$ cat config.mk
export PLATFORM = sky130hd
export DESIGN_NAME = ieac_enable_abort
export DESIGN_NICKNAME = d
export VERILOG_FILES = /design/src/verilog/ieac_pkg.sv /design/src/verilog/ieac_enable_sync.sv /design/src/verilog/ieac_enable_abort.sv
export VERILOG_INCLUDE_DIRS = /design/src /design/src/verilog
export SDC_FILE = /design/constraint.sdc
export NUM_CORES = 1
export LEC_CHECK = 0
export ABC_AREA = 1
export BUFFER_PORTS_ARGS = -buffer_cell sky130_fd_sc_hd__buf_2
export CAP_MARGIN = 20
export CORE_MARGIN = 3
export CORE_UTILIZATION = 39
export CTS_BUF_LIST = sky130_fd_sc_hd__clkbuf_16
export DETAILED_ROUTE_END_ITERATION = 10
export PLACE_DENSITY = 0.79
export SLEW_MARGIN = 20
export SYNTH_ARGS = -nofsm -noshare
export SYNTH_HDL_FRONTEND = slang
export SYNTH_SLANG_ARGS = --single-unit
$ cat constraint.sdc
create_clock -name core_clk -period 1.15 [get_ports core_clk]
set_input_delay 0.23 -clock core_clk [delete_from_list [all_inputs] [get_ports core_clk]]
set_output_delay 0.23 -clock core_clk [all_outputs]
set_load 0.1 [all_outputs]
$ cat src/verilog/ieac_defines.svh
`ifndef IEAC_DEFINES_SVH
`define IEAC_DEFINES_SVH

// ************************************************************
// register offsets
// ************************************************************
`define IEAC_OFF_ENABLE      12'h06C
`define IEAC_OFF_INTR_STAT   12'h080
`define IEAC_OFF_INTR_MASK   12'h084
`define IEAC_OFF_CONFIG      12'h088
`define IEAC_OFF_ACTIVITY    12'h08C

// ************************************************************
// field positions
// ************************************************************
`define IEAC_ENABLE_BIT      0
`define IEAC_ABORT_BIT       1
`define IEAC_CMD_BLOCK_BIT   2
`define IEAC_EV_TX_ABORT     0
`define IEAC_EV_STOP_DONE    1
`define IEAC_EV_RX_NACKED    2
`define IEAC_EV_IDLE         3
`define IEAC_NUM_EVENTS      4

// ************************************************************
// reset values and timing
// ************************************************************
`define IEAC_ENABLE_RESET    1'h0
`define IEAC_MASK_RESET      4'h0
`define IEAC_ASYNC_RESET     1'h0
`define IEAC_SYNC_STAGES     2

`endif

$ cat src/verilog/ieac_pkg.sv
package ieac_pkg;

    typedef enum logic [4:0] {
        IEAC_IDLE  = 5'h01,
        IEAC_TX    = 5'h02,
        IEAC_RX    = 5'h04,
        IEAC_STOP  = 5'h08,
        IEAC_FLUSH = 5'h10
    } ieac_state_t;

endpackage

$ cat src/verilog/ieac_enable_sync.sv
`timescale 1ns/1ps
`include "ieac_defines.svh"

module ieac_enable_sync #(
    parameter int STAGES = `IEAC_SYNC_STAGES
) (
    input  wire logic core_clk,
    input  wire logic rst,
    input  wire logic async_mode,
    input  wire logic enable_in,
    output logic      enable_out
);

    if (STAGES < 2) begin : g_bad_stages
        $error("ieac_enable_sync needs at least two stages");
    end

    logic [STAGES-1:0] chain;

    // ************************************************************
    // three cycle delay in asynchronous mode
    // ************************************************************
    always_ff @(posedge core_clk) begin
        if (rst) begin
            chain <= '0;
        end else begin
            chain <= {chain[STAGES-2:0], enable_in};
        end
    end

    always_ff @(posedge core_clk) begin
        if (rst) begin
            enable_out <= 1'b0;
        end else if (async_mode) begin
            enable_out <= chain[STAGES-1];
        end else begin
            enable_out <= enable_in;
        end
    end

endmodule

$ cat src/verilog/ieac_enable_abort.sv
// Functional notes
// the abort field reads 0 when idle of abort and 1 while an abort runs.
// writing enable 0 disables the controller with both FIFOs held erased, 1 enables it.
// on disable both transmit and receive FIFOs are flushed.
// masked interrupt status stays active after disable until the controller is idle; the code holds it past idle until a status read clears it.
// disabled while transmitting, the current transfer finishes then the tx buffer is dropped.
// disabled while receiving, the byte in progress ends and is not acknowledged.
// in asynchronous clock mode an enable change takes effect two controller clocks later; the code takes three (two sync stages plus the output register).
// enable resets to 0 so the controller starts disabled.
// software should follow a careful disable procedure when disabling while active.
// writes setting abort are ignored unless the controller is already enabled.
// a software write of 0 does not clear a set abort.
// on abort the current transfer completes, a STOP is issued, tx FIFO flushed, abort raised.
// the controller clears abort by itself when the abort has finished.
//
// Our own choices: the address map and register access over APB.
`timescale 1ns/1ps
`include "ieac_defines.svh"

module ieac_enable_abort #(
    parameter int ADDR_W = 12
) (
    input  wire logic              core_clk,
    input  wire logic              rst,
    input  wire logic              psel,
    input  wire logic              penable,
    input  wire logic              pwrite,
    input  wire logic [ADDR_W-1:0] paddr,
    input  wire logic [31:0]       pwdata,
    output logic [31:0]            prdata,
    output logic                   pready,
    output logic                   pslverr,
    input  wire logic              tx_start,
    input  wire logic              rx_start,
    input  wire logic              xfer_done,
    input  wire logic              stop_done,
    output logic                   ctrl_enabled,
    output logic                   tx_fifo_flush,
    output logic                   rx_fifo_flush,
    output logic                   rx_nack,
    output logic                   stop_request,
    output logic                   cmd_block,
    output ieac_pkg::ieac_state_t  ctrl_state,
    output logic                   irq
);
    import ieac_pkg::*;

    // ************************************************************
    // parameter check
    // ************************************************************
    if (ADDR_W < 12) begin : g_bad_addr_w
        $error("ieac_enable_abort needs ADDR_W of at least 12");
    end

    // ************************************************************
    // bus decode
    // ************************************************************
    logic                        wr_en;
    logic                        rd_en;
    logic [11:0]                 addr;
    logic                        sw_enable;
    logic                        abort_req;
    logic                        async_mode;
    logic                        eff_enable;
    logic                        next_abort;
    logic [`IEAC_NUM_EVENTS-1:0] intr_stat;
    logic [`IEAC_NUM_EVENTS-1:0] intr_mask;
    logic [`IEAC_NUM_EVENTS-1:0] events;
    logic                        mapped;
    ieac_state_t                 state;
    ieac_state_t                 next_state;
    logic                        aborting;
    logic                        wr_enable_reg;
    logic                        wr_config;
    logic                        wr_mask;
    logic                        rd_status;

    assign addr    = paddr[11:0];
    assign wr_en   = psel && penable && pwrite;
    assign rd_en   = psel && penable && !pwrite;
    assign pready  = 1'b1;
    assign mapped  = (addr == `IEAC_OFF_ENABLE) || (addr == `IEAC_OFF_INTR_STAT)
                  || (addr == `IEAC_OFF_INTR_MASK) || (addr == `IEAC_OFF_CONFIG)
                  || (addr == `IEAC_OFF_ACTIVITY);
    assign pslverr = psel && penable && !mapped;

    // ************************************************************
    // register strobes
    // ************************************************************
    assign wr_enable_reg = wr_en && (addr == `IEAC_OFF_ENABLE);
    assign wr_config     = wr_en && (addr == `IEAC_OFF_CONFIG);
    assign wr_mask       = wr_en && (addr == `IEAC_OFF_INTR_MASK);
    assign rd_status     = rd_en && (addr == `IEAC_OFF_INTR_STAT);

    // ************************************************************
    // enable and command block
    // ************************************************************
    always_ff @(posedge core_clk) begin
        if (rst) begin
            sw_enable <= `IEAC_ENABLE_RESET;
            cmd_block <= 1'b0;
        end else if (wr_enable_reg) begin
            sw_enable <= pwdata[`IEAC_ENABLE_BIT];
            cmd_block <= pwdata[`IEAC_CMD_BLOCK_BIT];
        end
    end

    // ************************************************************
    // configuration
    // ************************************************************
    always_ff @(posedge core_clk) begin
        if (rst) begin
            async_mode <= `IEAC_ASYNC_RESET;
        end else if (wr_config) begin
            async_mode <= pwdata[0];
        end
    end

    // ************************************************************
    // enable synchroniser
    // ************************************************************
    ieac_enable_sync #(
        .STAGES(`IEAC_SYNC_STAGES)
    ) u_sync (
        .core_clk  (core_clk),
        .rst       (rst),
        .async_mode(async_mode),
        .enable_in (sw_enable),
        .enable_out(eff_enable)
    );

    assign ctrl_enabled = eff_enable;

    // ************************************************************
    // abort control
    // ************************************************************
    always_comb begin
        next_abort = abort_req;
        if (wr_enable_reg && pwdata[`IEAC_ABORT_BIT] && sw_enable) begin
            next_abort = 1'b1;
        end
        if (state == IEAC_FLUSH && abort_req) begin
            next_abort = 1'b0;
        end
        if (!eff_enable && state == IEAC_IDLE) begin
            next_abort = 1'b0;
        end
    end

    always_ff @(posedge core_clk) begin
        if (rst) begin
            abort_req <= 1'b0;
        end else begin
            abort_req <= next_abort;
        end
    end

    // ************************************************************
    // transfer state machine
    // ************************************************************
    always_comb begin
        next_state = state;
        case (state)
            IEAC_IDLE: begin
                if (abort_req) begin
                    next_state = IEAC_STOP;
                end else if (eff_enable && !cmd_block && tx_start) begin
                    next_state = IEAC_TX;
                end else if (eff_enable && rx_start) begin
                    next_state = IEAC_RX;
                end
            end
            IEAC_TX: begin
                if (xfer_done && (abort_req || !eff_enable)) begin
                    next_state = IEAC_STOP;
                end else if (xfer_done) begin
                    next_state = IEAC_IDLE;
                end
            end
            IEAC_RX: begin
                if (xfer_done && (abort_req || !eff_enable)) begin
                    next_state = IEAC_STOP;
                end else if (xfer_done) begin
                    next_state = IEAC_IDLE;
                end
            end
            IEAC_STOP: begin
                if (stop_done) begin
                    next_state = IEAC_FLUSH;
                end
            end
            IEAC_FLUSH: begin
                next_state = IEAC_IDLE;
            end
            default: begin
                next_state = IEAC_IDLE;
            end
        endcase
    end

    // ************************************************************
    // state register
    // ************************************************************
    always_ff @(posedge core_clk) begin
        if (rst) begin
            state <= IEAC_IDLE;
        end else begin
            state <= next_state;
        end
    end

    // ************************************************************
    // state outputs
    // ************************************************************
    assign ctrl_state   = state;
    assign aborting     = abort_req;
    assign stop_request = (state == IEAC_STOP);

    // ************************************************************
    // fifo flush control
    // ************************************************************
    always_ff @(posedge core_clk) begin
        if (rst) begin
            tx_fifo_flush <= 1'b1;
            rx_fifo_flush <= 1'b1;
        end else begin
            tx_fifo_flush <= !eff_enable || (next_state == IEAC_FLUSH);
            rx_fifo_flush <= !eff_enable;
        end
    end

    // ************************************************************
    // acknowledge control
    // ************************************************************
    always_ff @(posedge core_clk) begin
        if (rst) begin
            rx_nack <= 1'b0;
        end else begin
            rx_nack <= (next_state == IEAC_RX) && !eff_enable;
        end
    end

    // ************************************************************
    // interrupts
    // ************************************************************
    assign events[`IEAC_EV_TX_ABORT]  = (state == IEAC_FLUSH) && aborting;
    assign events[`IEAC_EV_STOP_DONE] = (state == IEAC_STOP) && stop_done;
    assign events[`IEAC_EV_RX_NACKED] = (state == IEAC_RX) && xfer_done && !eff_enable;
    assign events[`IEAC_EV_IDLE]      = (state != IEAC_IDLE) && (next_state == IEAC_IDLE);

    // sticky status bits, a new event wins over a read clear
    generate
        for (genvar ev = 0; ev < `IEAC_NUM_EVENTS; ev++) begin : g_stat
            always_ff @(posedge core_clk) begin
                if (rst) begin
                    intr_stat[ev] <= 1'b0;
                end else if (events[ev]) begin
                    intr_stat[ev] <= 1'b1;
                end else if (rd_status) begin
                    intr_stat[ev] <= 1'b0;
                end
            end
        end
    endgenerate

    // ************************************************************
    // interrupt mask
    // ************************************************************
    always_ff @(posedge core_clk) begin
        if (rst) begin
            intr_mask <= `IEAC_MASK_RESET;
        end else if (wr_mask) begin
            intr_mask <= pwdata[`IEAC_NUM_EVENTS-1:0];
        end
    end

    // ************************************************************
    // interrupt output
    // ************************************************************
    // masked status held after disable and past idle, until a status read clears it
    always_ff @(posedge core_clk) begin
        if (rst) begin
            irq <= 1'b0;
        end else begin
            irq <= |(intr_stat & intr_mask);
        end
    end

    // ************************************************************
    // read data
    // ************************************************************
    always_ff @(posedge core_clk) begin
        if (rst) begin
            prdata <= 32'h0000_0000;
        end else if (psel && !penable && !pwrite) begin
            case (addr)
                `IEAC_OFF_ENABLE:    prdata <= {29'h0, cmd_block, abort_req, sw_enable};
                `IEAC_OFF_INTR_STAT: prdata <= {28'h0, intr_stat};
                `IEAC_OFF_INTR_MASK: prdata <= {28'h0, intr_mask};
                `IEAC_OFF_CONFIG:    prdata <= {31'h0, async_mode};
                `IEAC_OFF_ACTIVITY:  prdata <= {26'h0, state, eff_enable};
                default:             prdata <= 32'h0000_0000;
            endcase
        end
    end

endmodule

==> reports/summary.md <==
### Clock tree
• H-tree depth reported by CTS: 2
• number of clock sinks seen by CTS: 30
• root buffer selected by CTS: sky130_fd_sc_hd__clkbuf_16
• hold_buf cts: 0
• insertion delay to the later sink of the worst-skew pair: 0.28 ns
• Num CTS Buffers: 5
• TritonCTS clock tree: yes
• clock-pin slew on the worst setup and hold paths: 0.05 ns
• Bufs on Longest Clock Path: 2

### Global routing
• wire length of the first global-routing pass: 8.91 mm
• initial antenna violation count: 0
• maximum number of pins on one net before global-route repair: 14
• via count of the first global-routing pass: 2,015
• Overflow after GRT: 0
• total global-route track usage: 0.220

### Min path
• number of instances on the worst hold path: 3
• hold path startpoint: pwdata[3]
• endpoint of the worst hold path: intr_mask[3]
• Hold/Removal Path Class: primary input to flop

### Synth
• leading post-synthesis cells by instance count: sky130_fd_sc_hd__nand2_1, sky130_fd_sc_hd__dfxtp_1, sky130_fd_sc_hd__inv_1
• asr flop ratio synth: 0
• register bit total from synthesis: 30
• cell count after synthesis: 248
• number of warning messages in the yosys log: 0
• Syn Std Cell Area: 1720 um^2
• flip-flop cell with the highest count after synthesis: sky130_fd_sc_hd__dfxtp_1
• top area cells in the synthesized netlist: sky130_fd_sc_hd__dfxtp_1, sky130_fd_sc_hd__buf_4, sky130_fd_sc_hd__nand2_1, sky130_fd_sc_hd__inv_1, sky130_fd_sc_hd__nand3_1
• post-synthesis area per instance: 6.93 um^2
• area share of the largest cell type after synthesis: 0.350
• portion of the post-synthesis area used by sequential elements: 0.350
• number of synthesized flops with an enable pin: 0
• dominant cell by count in the synthesized netlist: sky130_fd_sc_hd__nand2_1
• count of different cell masters after synthesis: 29
• post-synth top area cell: sky130_fd_sc_hd__dfxtp_1

### Route
• sum of routed wire length over all layers: 6.54 mm
• routed wire length per instance: 16.6 um
• total via count in the routed design: 2,139
• Post-DRT Antenna Nets: 0
• initial DRC count: 173
• first-pass iteration count of the detailed router: 6
• number of DRC violations after detailed routing: 0
• vias per cell: 5.42

### Cells and area
• Area growth, synth to finish: 75.3%
• fraction of final layout cells with drive strength greater than 1: 0.504
• antenna cell count: 0
• Cell Count, Final, Fillers Out: 395
• final net count: 397
• fill cell total of the finished layout: 274

### Outcome
• violated checks: setup timing
• status: finished with violations

### Place
• pre-CTS setup slack: -0.253 ns
• placer congestion estimate: 0.931
• Port-buffer cells: 43
• Detailed Place HPWL: 3.63 mm
• Placed Cells incl. Taps: 371

### STA
• unrepaired setup endpoints after global routing: true
• final max-slew violation count: 0
• crit path setup slack, layout: -0.305 ns
• number of endpoints with negative hold slack in the final report: 0
• Setup-failing EPs final: 20
• Post-Route Skew: 0.00463 ns
• fin crit period: 1.46 ns
• final cycle utilization of the critical path: 1.27
• Fmax: 687 MHz

### Critical path
• CP endpoint kind: output port
• Worst path top cell family by delay: flip-flops
• kind of start point of the critical path: flop
• Max FO, Critical Path: 2
• Critical R2R Capture: ctrl_state[3]
• arrival time of data at the critical path endpoint: 1.23 ns
• ordered list of cells on the worst path: nor2_4 > nand4_1 > clkinvlp_4 > buf_12
• classification of the worst setup path: flop to output port
• critical path buffer and inverter count: 2
• required time at the endpoint of the critical path: 0.92 ns
• biggest cell delay along the critical path: 0.35 ns
• depth of the most critical reg-to-reg path: 6
• beginning of the worst register-to-register path: ctrl_state[3]
• minimum setup slack among reg-to-reg paths: -0.22 ns
• library cell contributing the largest single delay on the critical path: sky130_fd_sc_hd__dfxtp_4

### Power
• Static Leakage: 1.37 nW
• Max VDD drop: 0.000725 V
• Power Density: 1050 nW/um^2

### Die
• I/O pin cnt: 99
• std cell rows: 23
• standard cell core area: 4120 um^2
• initial core utilization: 0.417
• Die X-Extent: 72.4 um
• die height: 72.4 um
• die footprint: 5240 um^2

### Flow run
• # Max-Cap Violations: 0

==> how the worst max path moves through the flow <==
| stage | start | end | slack [ns] | depth (start not counted) |
|---|---|---|---|---|
| 6_report | ctrl_state[1] | stop_request | -0.31 | 4 |
| 5_1_grt | ctrl_state[1] | stop_request | -0.34 | 4 |
| 4_1_cts | ctrl_state[1] | stop_request | -0.28 | 4 |
| 3_5_place_dp | paddr[7] | prdata[1] | -0.25 | 10 |
| 3_3_place_gp | paddr[7] | pslverr | -0.20 | 9 |
| 2_1_floorplan | ctrl_state[0] | tx_fifo_flush | -0.49 | 5 |
==> routing by layer <==
metal  global-route usage  vias up  share of wire
met5                    0        -              0
met4                0.158        0          0.066
met3               0.0429       51          0.088
met2                0.379      148           0.49
met1                0.241      991           0.35
li1                     -      949              -
==> worst register-to-register path, stage by stage, from the launching register on <==
cell and delay [ns]:
sky130_fd_sc_hd__dfxtp_4 0.36, sky130_fd_sc_hd__nor2_1 0.21, sky130_fd_sc_hd__nand4_1 0.27, sky130_fd_sc_hd__buf_4 0.23
sky130_fd_sc_hd__o22ai_2 0.08, sky130_fd_sc_hd__o21ai_1 0.09, sky130_fd_sc_hd__inv_1 0.07
==> area by class of cell <==
cell class | instances | area (um^2) | area share
clock buffer | 5 | 125 | 0.0415
sequential | 30 | 634 | 0.211
clock inverter | 3 | 12.5 | 0.00415
timing repair buffer | 95 | 973 | 0.323
tap | 50 | 62.6 | 0.0208
inverter | 30 | 126 | 0.0420
multi-input combinational | 182 | 1080 | 0.358
==> cell usage in the layout, fill, tap and decap left out, types with 2 or more instances in the layout <==
cell type                   netlist  final
sky130_fd_sc_hd__a21oi_1         14     10
sky130_fd_sc_hd__a21oi_2          2      5
sky130_fd_sc_hd__a31oi_1          2      2
sky130_fd_sc_hd__buf_12           0     19
sky130_fd_sc_hd__buf_2            1     18
sky130_fd_sc_hd__buf_4           27     40
sky130_fd_sc_hd__buf_6            1     18
sky130_fd_sc_hd__clkbuf_16        0      5
sky130_fd_sc_hd__conb_1           2     27
sky130_fd_sc_hd__dfxtp_1         30     17
sky130_fd_sc_hd__dfxtp_2          0      6
sky130_fd_sc_hd__dfxtp_4          0      7
sky130_fd_sc_hd__inv_1           28     22
sky130_fd_sc_hd__inv_2            2      6
sky130_fd_sc_hd__nand2_1         39     28
sky130_fd_sc_hd__nand2_2          2      9
sky130_fd_sc_hd__nand2_4          0      4
sky130_fd_sc_hd__nand3_1         21     13
sky130_fd_sc_hd__nand3_2          0      7
sky130_fd_sc_hd__nand4_1          8      8
sky130_fd_sc_hd__nor2_1          26     21
sky130_fd_sc_hd__nor2_2           7      3
sky130_fd_sc_hd__nor2_4           3     12
sky130_fd_sc_hd__nor3_2           0      4
sky130_fd_sc_hd__o21ai_0         17     14
sky130_fd_sc_hd__o21ai_1          1      3
sky130_fd_sc_hd__or2_2            2      2
==> sequential cells by signal, summed over array words and instances, names as in the netlist, 2 cells and up <==
signal / flops
ctrl_state: 5
intr_mask: 4
intr_stat: 4
prdata: 6
u_sync.chain: 2
==> timing repair <==
action	CTS	global route
gates resized for setup	33	31
setup endpoints to repair	14	27
gates cloned	0	0
pin swaps	22	15
hold endpoints to repair	0	0
setup buffers	12	7
==> stage by stage <==
step                hold WS [ns]  instance area (um^2)  TNS (ns)  utilization  total power [mW]
floorplan                  0.299                  1910     -2.41            -              1.74
global placement           0.391                  2510     -2.35        0.609              1.85
detailed placement         0.402                  2510     -3.75        0.609              1.86
CTS                        0.173                  2860     -1.37        0.694              3.13
global route               0.200                  3010     -3.49        0.732              3.25
finish                     0.175                  3010     -2.36        0.732              3.16
==> power breakdown <==
group,internal (mW),switching [mW],total [mW]
Combinational,0.216,0.681,0.897
Clock,0.778,0.426,1.20
Sequential,1.05,0.0171,1.06
==> cell families (layout without fill, tap and decap cells) <==
| family | Yosys count | count (layout) | synth area share |
|---|---|---|---|
| other | 2 | 27 | 0.00437 |
| and+or+nand+nor | 114 | 114 | 0.315 |
| DFF | 30 | 30 | 0.350 |
| AOI/OAI and AO/OA | 41 | 41 | 0.133 |
| buffers and inverters | 61 | 133 | 0.197 |
(Power assumes the default switching activity.)
